<file path="src/shared/wdt3_pkg.sv">
// package: register map, control fields and constants of the watchdog timer
package wdt3_pkg;
  // ************************************************************
  // register offsets
  // ************************************************************
  localparam logic [31:0] RELOAD_OFFSET = 32'hFFFF0360;
  localparam logic [31:0] VALUE_OFFSET = 32'hFFFF0364;
  localparam logic [31:0] CONTROL_OFFSET = 32'hFFFF0368;
  localparam logic [31:0] REFRESH_OFFSET = 32'hFFFF036C;
  localparam logic [31:0] STATUS_OFFSET = 32'hFFFF0370;
  // ************************************************************
  // control field positions
  // ************************************************************
  localparam int CTL_UP_BIT = 8;
  localparam int CTL_EN_BIT = 7;
  localparam int CTL_PER_BIT = 6;
  localparam int CTL_WD_BIT = 5;
  localparam int CTL_PRE_LSB = 2;
  localparam int CTL_IRQ_BIT = 1;
  localparam int CTL_PDH_BIT = 0;
  localparam int PWR_PD_BIT = 4;
  localparam logic [15:0] CTL_WRITE_MASK = 16'h01EF;
  // ************************************************************
  // reset values
  // ************************************************************
  localparam logic [15:0] CONTROL_RESET = 16'h0000;
  localparam logic [15:0] RELOAD_RESET = 16'h03D7;
  localparam logic [15:0] VALUE_RESET = 16'h03D7;
  // ************************************************************
  // prescaler codes and divide counts
  // ************************************************************
  localparam logic [1:0] PRE_DIV1 = 2'h0;
  localparam logic [1:0] PRE_DIV16 = 2'h1;
  localparam logic [1:0] PRE_DIV256 = 2'h2;
  localparam int DIV16_COUNT = 16;
  localparam int DIV256_COUNT = 256;
  // ************************************************************
  // clocks: system clock and low-power source tick
  // ************************************************************
  localparam real REF_CLK_HZ = 25.0e6;
  localparam real LP_OSC_HZ = 32768.0;
  localparam int LP_TICK_CYCLES = int'(REF_CLK_HZ / LP_OSC_HZ);
  // ************************************************************
  // control register as a struct
  // ************************************************************
  typedef struct packed {
    logic count_up;
    logic enable;
    logic periodic;
    logic watchdog;
    logic [1:0] prescale;
    logic irq_select;
    logic powerdown_halt_select;
  } ctl_t;
endpackage : wdt3_pkg

</file>
<file path="src/hdl/watchdog_timer_three.sv">
// third timer: 16-bit general timer or watchdog with register port
//
// Behaviour
// - refresh write in watchdog mode restarts timeout
// - bit 8 sets count up, else down
// - bit 7 enables counting
// - bit 6 periodic reload, else free running
// - bit 5 enables watchdog reset action
// - bits 3-2 divide source by 1/16/256
// - bit 1 makes zero raise interrupt, not reset
// - bit 0 halts counting during peripheral powerdown
// - watchdog counts down from reload to zero
// - reload on overflow and on refresh write
// - watchdog mode locks reload and control writes
// - counter clocked from 32.768kHz tick, after prescaler
//
// Our own choice: the strobed register port.
`timescale 1ns/10ps
`default_nettype none
module watchdog_timer_three
  import wdt3_pkg::*;
#(
  parameter int SRC_TICK_CYCLES = LP_TICK_CYCLES
) (
  input wire logic ref_clk_i, // 25 MHz system clock
  input wire logic rst_i, // synchronous reset, high
  input wire logic [31:0] addr_i, // register byte address
  input wire logic [15:0] wdata_i, // write data
  input wire logic wr_i, // write strobe
  input wire logic rd_i, // read strobe
  input wire logic [15:0] power_control_reg_i, // power control bits
  output logic [15:0] rdata_o, // read data, cycle after strobe
  output logic wd_reset_o, // watchdog reset request, pulse
  output logic irq_o // interrupt request level
);
  // source divider is 16 bits wide, so longer periods cannot be served
  if (SRC_TICK_CYCLES < 1 || SRC_TICK_CYCLES > 65535) begin : g_bad_tick
    $error("source tick period must be 1 to 65535 cycles");
  end

  ctl_t watchdog_control_reg;
  logic [15:0] reload_value_reg;
  logic [15:0] counter_value_reg;
  logic timer_flag;
  logic wd_flag;
  logic wd_locked;
  logic pd_meta;
  logic pd_sync;
  logic src_tick;
  logic pre_tick;
  logic [8:0] pre_ratio;
  logic wr_reload;
  logic wr_control;
  logic wr_refresh;
  logic run;
  logic at_terminal;

  // ************************************************************
  // address decode
  // ************************************************************
  assign wr_reload = wr_i && (addr_i == RELOAD_OFFSET) && !wd_locked;
  assign wr_control = wr_i && (addr_i == CONTROL_OFFSET) && !wd_locked;
  // any data refreshes; a key check would need an unknown polynomial
  assign wr_refresh = wr_i && (addr_i == REFRESH_OFFSET);

  // ************************************************************
  // power control synchroniser
  // ************************************************************
  // powerdown bit comes from another block, treat it as asynchronous
  always_ff @(posedge ref_clk_i) begin
    if (rst_i) begin
      pd_meta <= 1'b0;
      pd_sync <= 1'b0;
    end else begin
      pd_meta <= power_control_reg_i[PWR_PD_BIT];
      pd_sync <= pd_meta;
    end
  end

  // ************************************************************
  // source tick and prescaler
  // ************************************************************
  // 32.768kHz stand-in tick derived from the system clock
  tick_divider #(.WIDTH(16)) u_src (
    .ref_clk_i(ref_clk_i),
    .rst_i(rst_i),
    .clear_i(1'b0),
    .tick_i(1'b1),
    .ratio_i(16'(SRC_TICK_CYCLES)),
    .tick_o(src_tick)
  );

  // reserved prescale code falls back to divide by one
  always_comb begin
    case (watchdog_control_reg.prescale)
      PRE_DIV16: pre_ratio = 9'(DIV16_COUNT);
      PRE_DIV256: pre_ratio = 9'(DIV256_COUNT);
      default: pre_ratio = 9'h001;
    endcase
  end

  tick_divider #(.WIDTH(9)) u_pre (
    .ref_clk_i(ref_clk_i),
    .rst_i(rst_i),
    .clear_i(wr_control),
    .tick_i(src_tick),
    .ratio_i(pre_ratio),
    .tick_o(pre_tick)
  );

  // ************************************************************
  // configuration registers
  // ************************************************************
  // reserved bits 15-9 and 4 are dropped on write
  always_ff @(posedge ref_clk_i) begin
    if (rst_i) begin
      watchdog_control_reg <= ctl_t'(8'h00);
    end else if (wr_control) begin
      watchdog_control_reg <= {wdata_i[CTL_UP_BIT:CTL_WD_BIT],
                               wdata_i[CTL_PRE_LSB+1:0]};
    end
  end

  always_ff @(posedge ref_clk_i) begin
    if (rst_i) begin
      reload_value_reg <= RELOAD_RESET;
    end else if (wr_reload) begin
      reload_value_reg <= wdata_i;
    end
  end

  // lock only released by reset, so a stuck program cannot escape
  always_ff @(posedge ref_clk_i) begin
    if (rst_i) begin
      wd_locked <= 1'b0;
    end else if (watchdog_control_reg.watchdog) begin
      wd_locked <= 1'b1;
    end
  end

  // ************************************************************
  // counter
  // ************************************************************
  assign run = watchdog_control_reg.enable && pre_tick
    && !(watchdog_control_reg.powerdown_halt_select && pd_sync);
  // watchdog always counts down; up counting only in timer mode
  assign at_terminal = watchdog_control_reg.watchdog
    ? (counter_value_reg == 16'h0000)
    : (watchdog_control_reg.count_up ? (counter_value_reg == 16'hFFFF)
                                     : (counter_value_reg == 16'h0000));

  always_ff @(posedge ref_clk_i) begin
    if (rst_i) begin
      counter_value_reg <= VALUE_RESET;
    end else if (wr_refresh) begin
      counter_value_reg <= reload_value_reg;
    end else if (run) begin
      if (at_terminal) begin
        if (watchdog_control_reg.watchdog
            || watchdog_control_reg.periodic) begin
          counter_value_reg <= reload_value_reg;
        end else if (watchdog_control_reg.count_up) begin
          counter_value_reg <= 16'h0000;
        end else begin
          counter_value_reg <= 16'hFFFF;
        end
      end else if (watchdog_control_reg.count_up
                   && !watchdog_control_reg.watchdog) begin
        counter_value_reg <= counter_value_reg + 16'h0001;
      end else begin
        counter_value_reg <= counter_value_reg - 16'h0001;
      end
    end
  end

  // ************************************************************
  // events: flags, reset pulse
  // ************************************************************
  // terminal event beats a refresh in the same cycle for the timer flag; refresh wins for wd_flag and the reset pulse
  always_ff @(posedge ref_clk_i) begin
    if (rst_i) begin
      timer_flag <= 1'b0;
      wd_flag <= 1'b0;
    end else begin
      if (run && at_terminal && !watchdog_control_reg.watchdog) begin
        timer_flag <= 1'b1;
      end else if (wr_refresh) begin
        timer_flag <= 1'b0;
      end
      if (run && at_terminal && watchdog_control_reg.watchdog
          && watchdog_control_reg.irq_select && !wr_refresh) begin
        wd_flag <= 1'b1;
      end else if (wr_refresh) begin
        wd_flag <= 1'b0;
      end
    end
  end

  always_ff @(posedge ref_clk_i) begin
    if (rst_i) begin
      wd_reset_o <= 1'b0;
    end else begin
      wd_reset_o <= run && at_terminal && !wr_refresh
        && watchdog_control_reg.watchdog
        && !watchdog_control_reg.irq_select;
    end
  end

  always_ff @(posedge ref_clk_i) begin
    if (rst_i) begin
      irq_o <= 1'b0;
    end else begin
      irq_o <= timer_flag || wd_flag;
    end
  end

  // ************************************************************
  // read port
  // ************************************************************
  // unmapped and write-only addresses read zero
  always_ff @(posedge ref_clk_i) begin
    if (rst_i) begin
      rdata_o <= 16'h0000;
    end else if (rd_i) begin
      case (addr_i)
        RELOAD_OFFSET: rdata_o <= reload_value_reg;
        VALUE_OFFSET: rdata_o <= counter_value_reg;
        CONTROL_OFFSET: rdata_o <= {7'h00, watchdog_control_reg[7:4],
                                    1'b0, watchdog_control_reg[3:0]};
        STATUS_OFFSET: rdata_o <= {13'h0000, wd_locked, wd_flag,
                                   timer_flag};
        default: rdata_o <= 16'h0000;
      endcase
    end else begin
      rdata_o <= 16'h0000;
    end
  end
endmodule : watchdog_timer_three
`default_nettype wire

</file>
<file path="src/hdl/tick_divider.sv">
// divider that turns a clock enable into a slower one-cycle enable
`timescale 1ns/10ps
`default_nettype none
module tick_divider #(
  parameter int WIDTH = 16
) (
  input wire logic ref_clk_i, // system clock
  input wire logic rst_i, // synchronous reset, high
  input wire logic clear_i, // restart the division
  input wire logic tick_i, // input enable
  input wire logic [WIDTH-1:0] ratio_i, // divide ratio, 1 passes through
  output logic tick_o // divided enable
);
  logic [WIDTH-1:0] count;
  // a zero-width counter cannot hold any ratio
  if (WIDTH < 1) begin : g_bad_width
    $error("divider width must be at least one bit");
  end
  // ************************************************************
  // counting
  // ************************************************************
  // ratio of zero behaves as one so the tick never disappears
  always_ff @(posedge ref_clk_i) begin
    if (rst_i || clear_i) begin
      count <= '0;
      tick_o <= 1'b0;
    end else begin
      tick_o <= 1'b0;
      if (tick_i) begin
        if (count + 1'b1 >= ratio_i) begin
          count <= '0;
          tick_o <= 1'b1;
        end else begin
          count <= count + 1'b1;
        end
      end
    end
  end
endmodule : tick_divider
`default_nettype wire

</file>
<file path="config.mk">
export PLATFORM = sky130hd
export DESIGN_NAME = watchdog_timer_three
export DESIGN_NICKNAME = d
export VERILOG_FILES = /design/src/shared/wdt3_pkg.sv /design/src/hdl/watchdog_timer_three.sv /design/src/hdl/tick_divider.sv
export SDC_FILE = /design/constraint.sdc
export NUM_CORES = 1
export LEC_CHECK = 0
export BUFFER_PORTS_ARGS = -buffer_cell sky130_fd_sc_hd__buf_2
export CAP_MARGIN = 10
export CORE_MARGIN = 5
export CORE_UTILIZATION = 63
export CTS_CLUSTER_DIAMETER = 150
export DETAILED_ROUTE_END_ITERATION = 10
export PLACE_DENSITY = 0.87
export SYNTH_ARGS = -nofsm -noshare
export SYNTH_HDL_FRONTEND = slang
export SYNTH_HIERARCHICAL = 1
export SYNTH_SLANG_ARGS = --single-unit
</file>
<file path="constraint.sdc">
create_clock -name ref_clk_i -period 6.6 [get_ports ref_clk_i]
set_clock_uncertainty 0.15 [all_clocks]
set_input_delay 1.32 -clock ref_clk_i [delete_from_list [all_inputs] [get_ports ref_clk_i]]
set_output_delay 1.32 -clock ref_clk_i [all_outputs]
set_load 0.02 [all_outputs]
</file>
== Word level (Yosys, flattened, before mapping) ==
Cells that the tools add are included.

* Add/sub/neg operators: 4
* Muxes and demuxes: 16
* Equal/unequal tests: 8
* Reductions and logical operators: 32
* Bitwise operators: 2
* Magnitude comparators: 2

{| class="wikitable"
|+ Operators with widths
! operator !! count
|-
| equality test 32 bit, second input constant || 5
|-
| two-way mux 16 bit || 6
|-
| one-hot mux 16 bit (4 select lines) || 1
|-
| adder 16 x 1 -> 16 bit, second input constant || 2
|-
| one-hot mux 9 bit (2 select lines) || 1
|-
| logical AND 1 bit || 17
|-
| equality test 16 bit, second input constant || 1
|-
| >= comparator 16 x 10 -> 1 bit, second input constant || 1
|-
| zero test 16 bit || 1
|-
| subtractor 16 x 1 -> 16 bit, second input constant || 1
|-
| adder 9 x 1 -> 9 bit, second input constant || 1
|-
| >= comparator 9 bit || 1
|-
| two-way mux 9 bit || 1
|-
| two-way mux 1 bit || 7
|-
| nonzero test 2 bit || 3
|-
| OR reduction 2 bit || 3
|-
| zero test 1 bit || 5
|-
| logical OR 1 bit || 3
|-
| equality test 2 x 1 -> 1 bit, second input constant || 1
|-
| equality test 2 bit, second input constant || 1
|-
| inverter 1 bit || 2
|}

* Logic and storage cells: 85
* Register bits: 90
* Bits of input ports: 68
* Output and inout bits: 18

== Logic depth before layout (Yosys ltp) ==
* Word-level depth: 8
* Mapped depth: 12
* Gate-level depth less buffers: 11

== Hierarchy ==
Netlist, hierarchy kept.

{| class="wikitable"
|+ Modules (own cells, without submodules)
! module !! area each (sq um) !! times used !! cells an instance !! seq. area each (sq um)
|-
| watchdog_timer_three || 3712.3 || 1 || 454 || 1261.2
|-
| tick_divider (u_src) || 1471.4 || 1 || 172 || 340.3
|-
| tick_divider (u_pre) || 763.2 || 1 || 90 || 200.2
|}

== Least setup slack after synthesis ==
No wires, ideal clock.

* Path type: in2reg
* Start point: input port addr_i[23]
* End point: register u_pre.count[2]
* Library setup time: 126 ps
* Stages: 9
* Required time: 6324 ps
* Path buffers: 2
* Arrival time: 3170 ps
* Slack: 3154 ps
* Cells stage by stage: nand4_1 or4_4 nor4_1 buf_2 nand3_1 clkinv_1 or2_2 clkbuf_1 a31oi_1

* Word-level cells in the longest chain between the ends: 4

{| class="wikitable"
|+ RTL lines
! element !! RTL line !! RTL
|-
| start, declared || watchdog_timer_three.sv:27 || <nowiki>input wire logic [31:0] addr_i,</nowiki>
|-
| equality test 32 bit || watchdog_timer_three.sv:62 || <nowiki>assign wr_control = wr_i && (addr_i == CONTROL_OFFSET) && !wd_locked;</nowiki>
|-
| logical AND 1 bit (2 in series) || watchdog_timer_three.sv:62 ||
|-
| via wr_control || watchdog_timer_three.sv:53 || <nowiki>logic wr_control;</nowiki>
|-
| logical OR 1 bit || tick_divider.sv:24 || <nowiki>if (rst_i || clear_i) begin</nowiki>
|-
| end signal, assigned || tick_divider.sv:34 || <nowiki>count <= count + 1'b1;</nowiki>
|-
| end, declared || tick_divider.sv:14 || <nowiki>logic [WIDTH-1:0] count;</nowiki>
|}

The timed path passes the listed nets, and every way through them passes these cells.
A chain may end at the register's enable or synchronous reset.

== Final worst setup path ==
* Start point: input port addr_i[13]
* End point: register reload_value_reg[4]

* Word-level cells in the longest chain between the ends: 3

{| class="wikitable"
|+ RTL lines
! element !! RTL line !! RTL
|-
| equality test 32 bit || watchdog_timer_three.sv:61 || <nowiki>assign wr_reload = wr_i && (addr_i == RELOAD_OFFSET) && !wd_locked;</nowiki>
|-
| logical AND 1 bit (2 in series) || watchdog_timer_three.sv:61 ||
|-
| end signal, assigned || watchdog_timer_three.sv:128 || <nowiki>reload_value_reg <= wdata_i;</nowiki>
|-
| end, declared || watchdog_timer_three.sv:42 || <nowiki>logic [15:0] reload_value_reg;</nowiki>
|}

Every way passes these cells.

==> summary.md <==
| Metric | Value |
|---|---|
| Most common cell in the netlist | `dfxtp_1` |
| Cts-stage hold buffer count | `0` |
| Synth area leader | `dfxtp_1` |
| H-tree depth | `3` |
| # diodes | `0` |
| Hold Vio Cnt, Final | `0` |
| Rel. slew slack | `0.322` |
| Final core utilization | `0.716` |
| Worst hold slack | `between 0.3 and 0.4 ns` |
| Initial core utilization | `0.644` |
| Met3 usage | `0.0446` |
| Crit-path max cell delay | `0.78 ns` |
| Sw frac | `0.248` |
| CP delay by family, top | `simple AND/OR/NAND/NOR gates` |
| HPWL after DPL | `11,000 um` |
| Maximum vdd drop | `~130 uV` |
| Core area | `just over 9000 um^2` |
| Met1 GRT Util | `0.329` |
| Number of synthesized flops with an enable pin | `0` |
| CTS Buffer Depth | `2` |
| Top cells by count, synth | `90 x dfxtp_1, 76 x nand2_1, 52 x nor2_1` |
| Crit path launch type | `primary input` |
| Synth warnings | `6` |
| Vias per cell | `6.11` |
| Maximum operating frequency | `approximately 240 MHz` |
| Cell Int Power | `754 uW` |
| Cell Rows | `35` |
| Grt ovf | `0` |
| Vias in the first global route | `between 5,000 and 6,000` |
| Main synth FF type | `dfxtp_1` |
| Layout cells sized above 1 | `0.168` |
| Total CTS buffers | `9` |
| PnR worst setup slack | `2.45 ns` |
| First-pass GRT wire length | `25,000 um` |
| Fin crit share | `0.628` |
| Largest net degree at the start of global routing | `37` |
| Area share of the largest cell type after synthesis | `0.303` |
| Fin. max-slew vios | `0` |
| Worst R2R Setup Slack | `about 2.6 ns` |
| Cell Area, Synth | `5950 um^2` |
| CP bufs+invs | `2` |
| Crit Path Category | `in2reg` |
| Min-Delay Startpoint | `pd_meta` |
| Critical path data required time | `6.67 ns` |
| Worst Tran Pin Value | `0.989 ns` |
| Post-synthesis async set-or-reset flop share | `0` |
| NumNets Final | `902` |
| TritonCTS clock tree | `built` |
| Fin crit period | `4.15 ns` |
| Gr busiest metal | `met2` |
| Clock network power share | `0.390` |
| CP arrival | `4.21 ns` |
| Worst Hold End | `pd_sync` |
| CP max stage cell | `nor2b_1` |
| Postcts setup bufs | `0` |
| Synth Register Bits | `90` |
| Routed wire length | `roughly 15,000 um` |
| Worst R2R Start | `u_src/count[0]` |
| DR vias | `5,635` |
| Static leakage | `roughly 2.7 nW` |
| Synth unique cells | `74` |
| Worst Reg2Reg Path Length in Cells | `11` |
| Hold depth | `1` |
| Sequential Power Share | `0.546` |
| HP Class | `reg2reg` |
| Top Ports | `86` |
| CTS clk-pin slew, worst paths | `0.09 ns` |
| Post-synthesis sequential area ratio | `0.303` |
| RSZ-0062 raised after global routing | `no` |
| Synth top area cells | `dfxtp_1 30%, ha_1 9.3%, nand2_1 4.8%, a211oi_1 3.8%, xor2_1 3.7%` |
| Die X-Extent | `approximately 110 um` |
| CTS Root Cell | `clkbuf_8` |
| Finish-stage setup viols | `0` |
| Cts repair resizes | `0` |
| Initial DRC Count | `513` |
| FF-to-FF End | `u_src/count[10]` |
| Pwr per Cell Area | `around 150 nW/um^2` |
| Critical-path cell list | `buf_2 > nor4_1 > nand4_1 > nor4_2 > buf_4 > nor2b_1 > nand2_1 > nand2_1 > nand3_1` |
| CP Capture Type | `flop` |
| Detail Route Antenna Nets | `0` |
| I/O Buffers | `70` |
| Total Die Area | `11,500 um^2` |
| Sw power | `about 250 uW` |
| CP Max Fanout | `16` |
| Routed WL per cell | `16.1 um` |
| 1st-pass router iterations | `6` |
| Syn_area_per_cell | `8.31 um^2` |
| Initial antenna violation count | `0` |
| Post-Place Worst Slack | `2.23 ns` |
| Max-cap violations | `0` |
| Met2 usage | `0.447` |
| Residual DRC count | `0` |
| Run status | `complete, no violations` |
| Routability cong. | `0.934` |
| Combinational power share | `0.064` |
| Setup TNS | `0 ns` |
| GRT Total Usage | `0.262` |
| CTS Sinks | `90` |
| CP most frequent cell | `nand2_1` |
| Worst-Skew Late Latency | `0.36 ns` |
| Die Height | `107 um` |
| Mapped Cells | `just over 700` |
| Synthesis-to-layout area growth | `11.3%` |
## logic make-up (layout without fill, tap and decap cells)
logic type	Yosys count	after routing	share of synthesized area
xor gates and xnor gates	41	41	0.0604
and+or+nand+nor	288	288	0.268
muxes	14	14	0.0255
DFF	90	90	0.303
other	2	28	0.00126
buffers and inverters	74	126	0.0537
AOI/OAI and AO/OA	162	162	0.193
adders and majority gates	45	45	0.0959
## power groups by stage
stage	combinational, mW	sequential, mW	clock, mW
finish	0.0640	0.548	0.391
floorplan	0.0382	0.560	0
global route	0.0717	0.549	0.418
detailed placement	0.0627	0.560	0
CTS	0.0630	0.548	0.395
global placement	0.0592	0.560	0
## through the flow
step	instance area (um^2)	power, mW	instances
2_1_floorplan	6040	0.598	742
3_3_place_gp	6400	0.619	906
3_5_place_dp	6400	0.623	906
4_1_cts	6610	1.01	922
5_1_grt	6620	1.04	923
6_report	6620	1.00	923
## worst max path at each step
stage | from | to | cells past startpoint
after CTS | addr_i[0] | reload_value_reg[4] | 9
after global routing | addr_i[0] | reload_value_reg[6] | 9
after global placement | addr_i[23] | reload_value_reg[5] | 9
after detailed placement | addr_i[0] | reload_value_reg[4] | 9
final | addr_i[13] | reload_value_reg[4] | 9
after floorplan | addr_i[23] | u_pre/count[2] | 9
## placed cells by master, fill, tap and decap left out, types with 28 or more instances in the layout
cell      netlist  final
nand2_1        76     76
ha_1           44     44
conb_1          2     28
a21oi_1        42     42
nand3_1        33     33
buf_2          12     70
inv_1          34     34
nor2_1         52     52
a211oi_1       30     30
dfxtp_1        90     90
## layout make-up
type                            instances  area [um^2]
Fill cell                             723         2620
Clock inverter                          7         85.1
Timing Repair Buffer                   73          377
Inverter                               37          139
Tap cell                              129          161
Clock buffer                            9          124
Sequential cell                        90         1800
Multi-Input combinational cell        578         3930
## per-layer routing
metal,share of wire,up-vias
li1,-,2721
met1,0.41,2638
met2,0.49,239
met3,0.071,37
met4,0.026,0
met5,0,-
No activity file was read; power rests on OpenSTA's default activity.
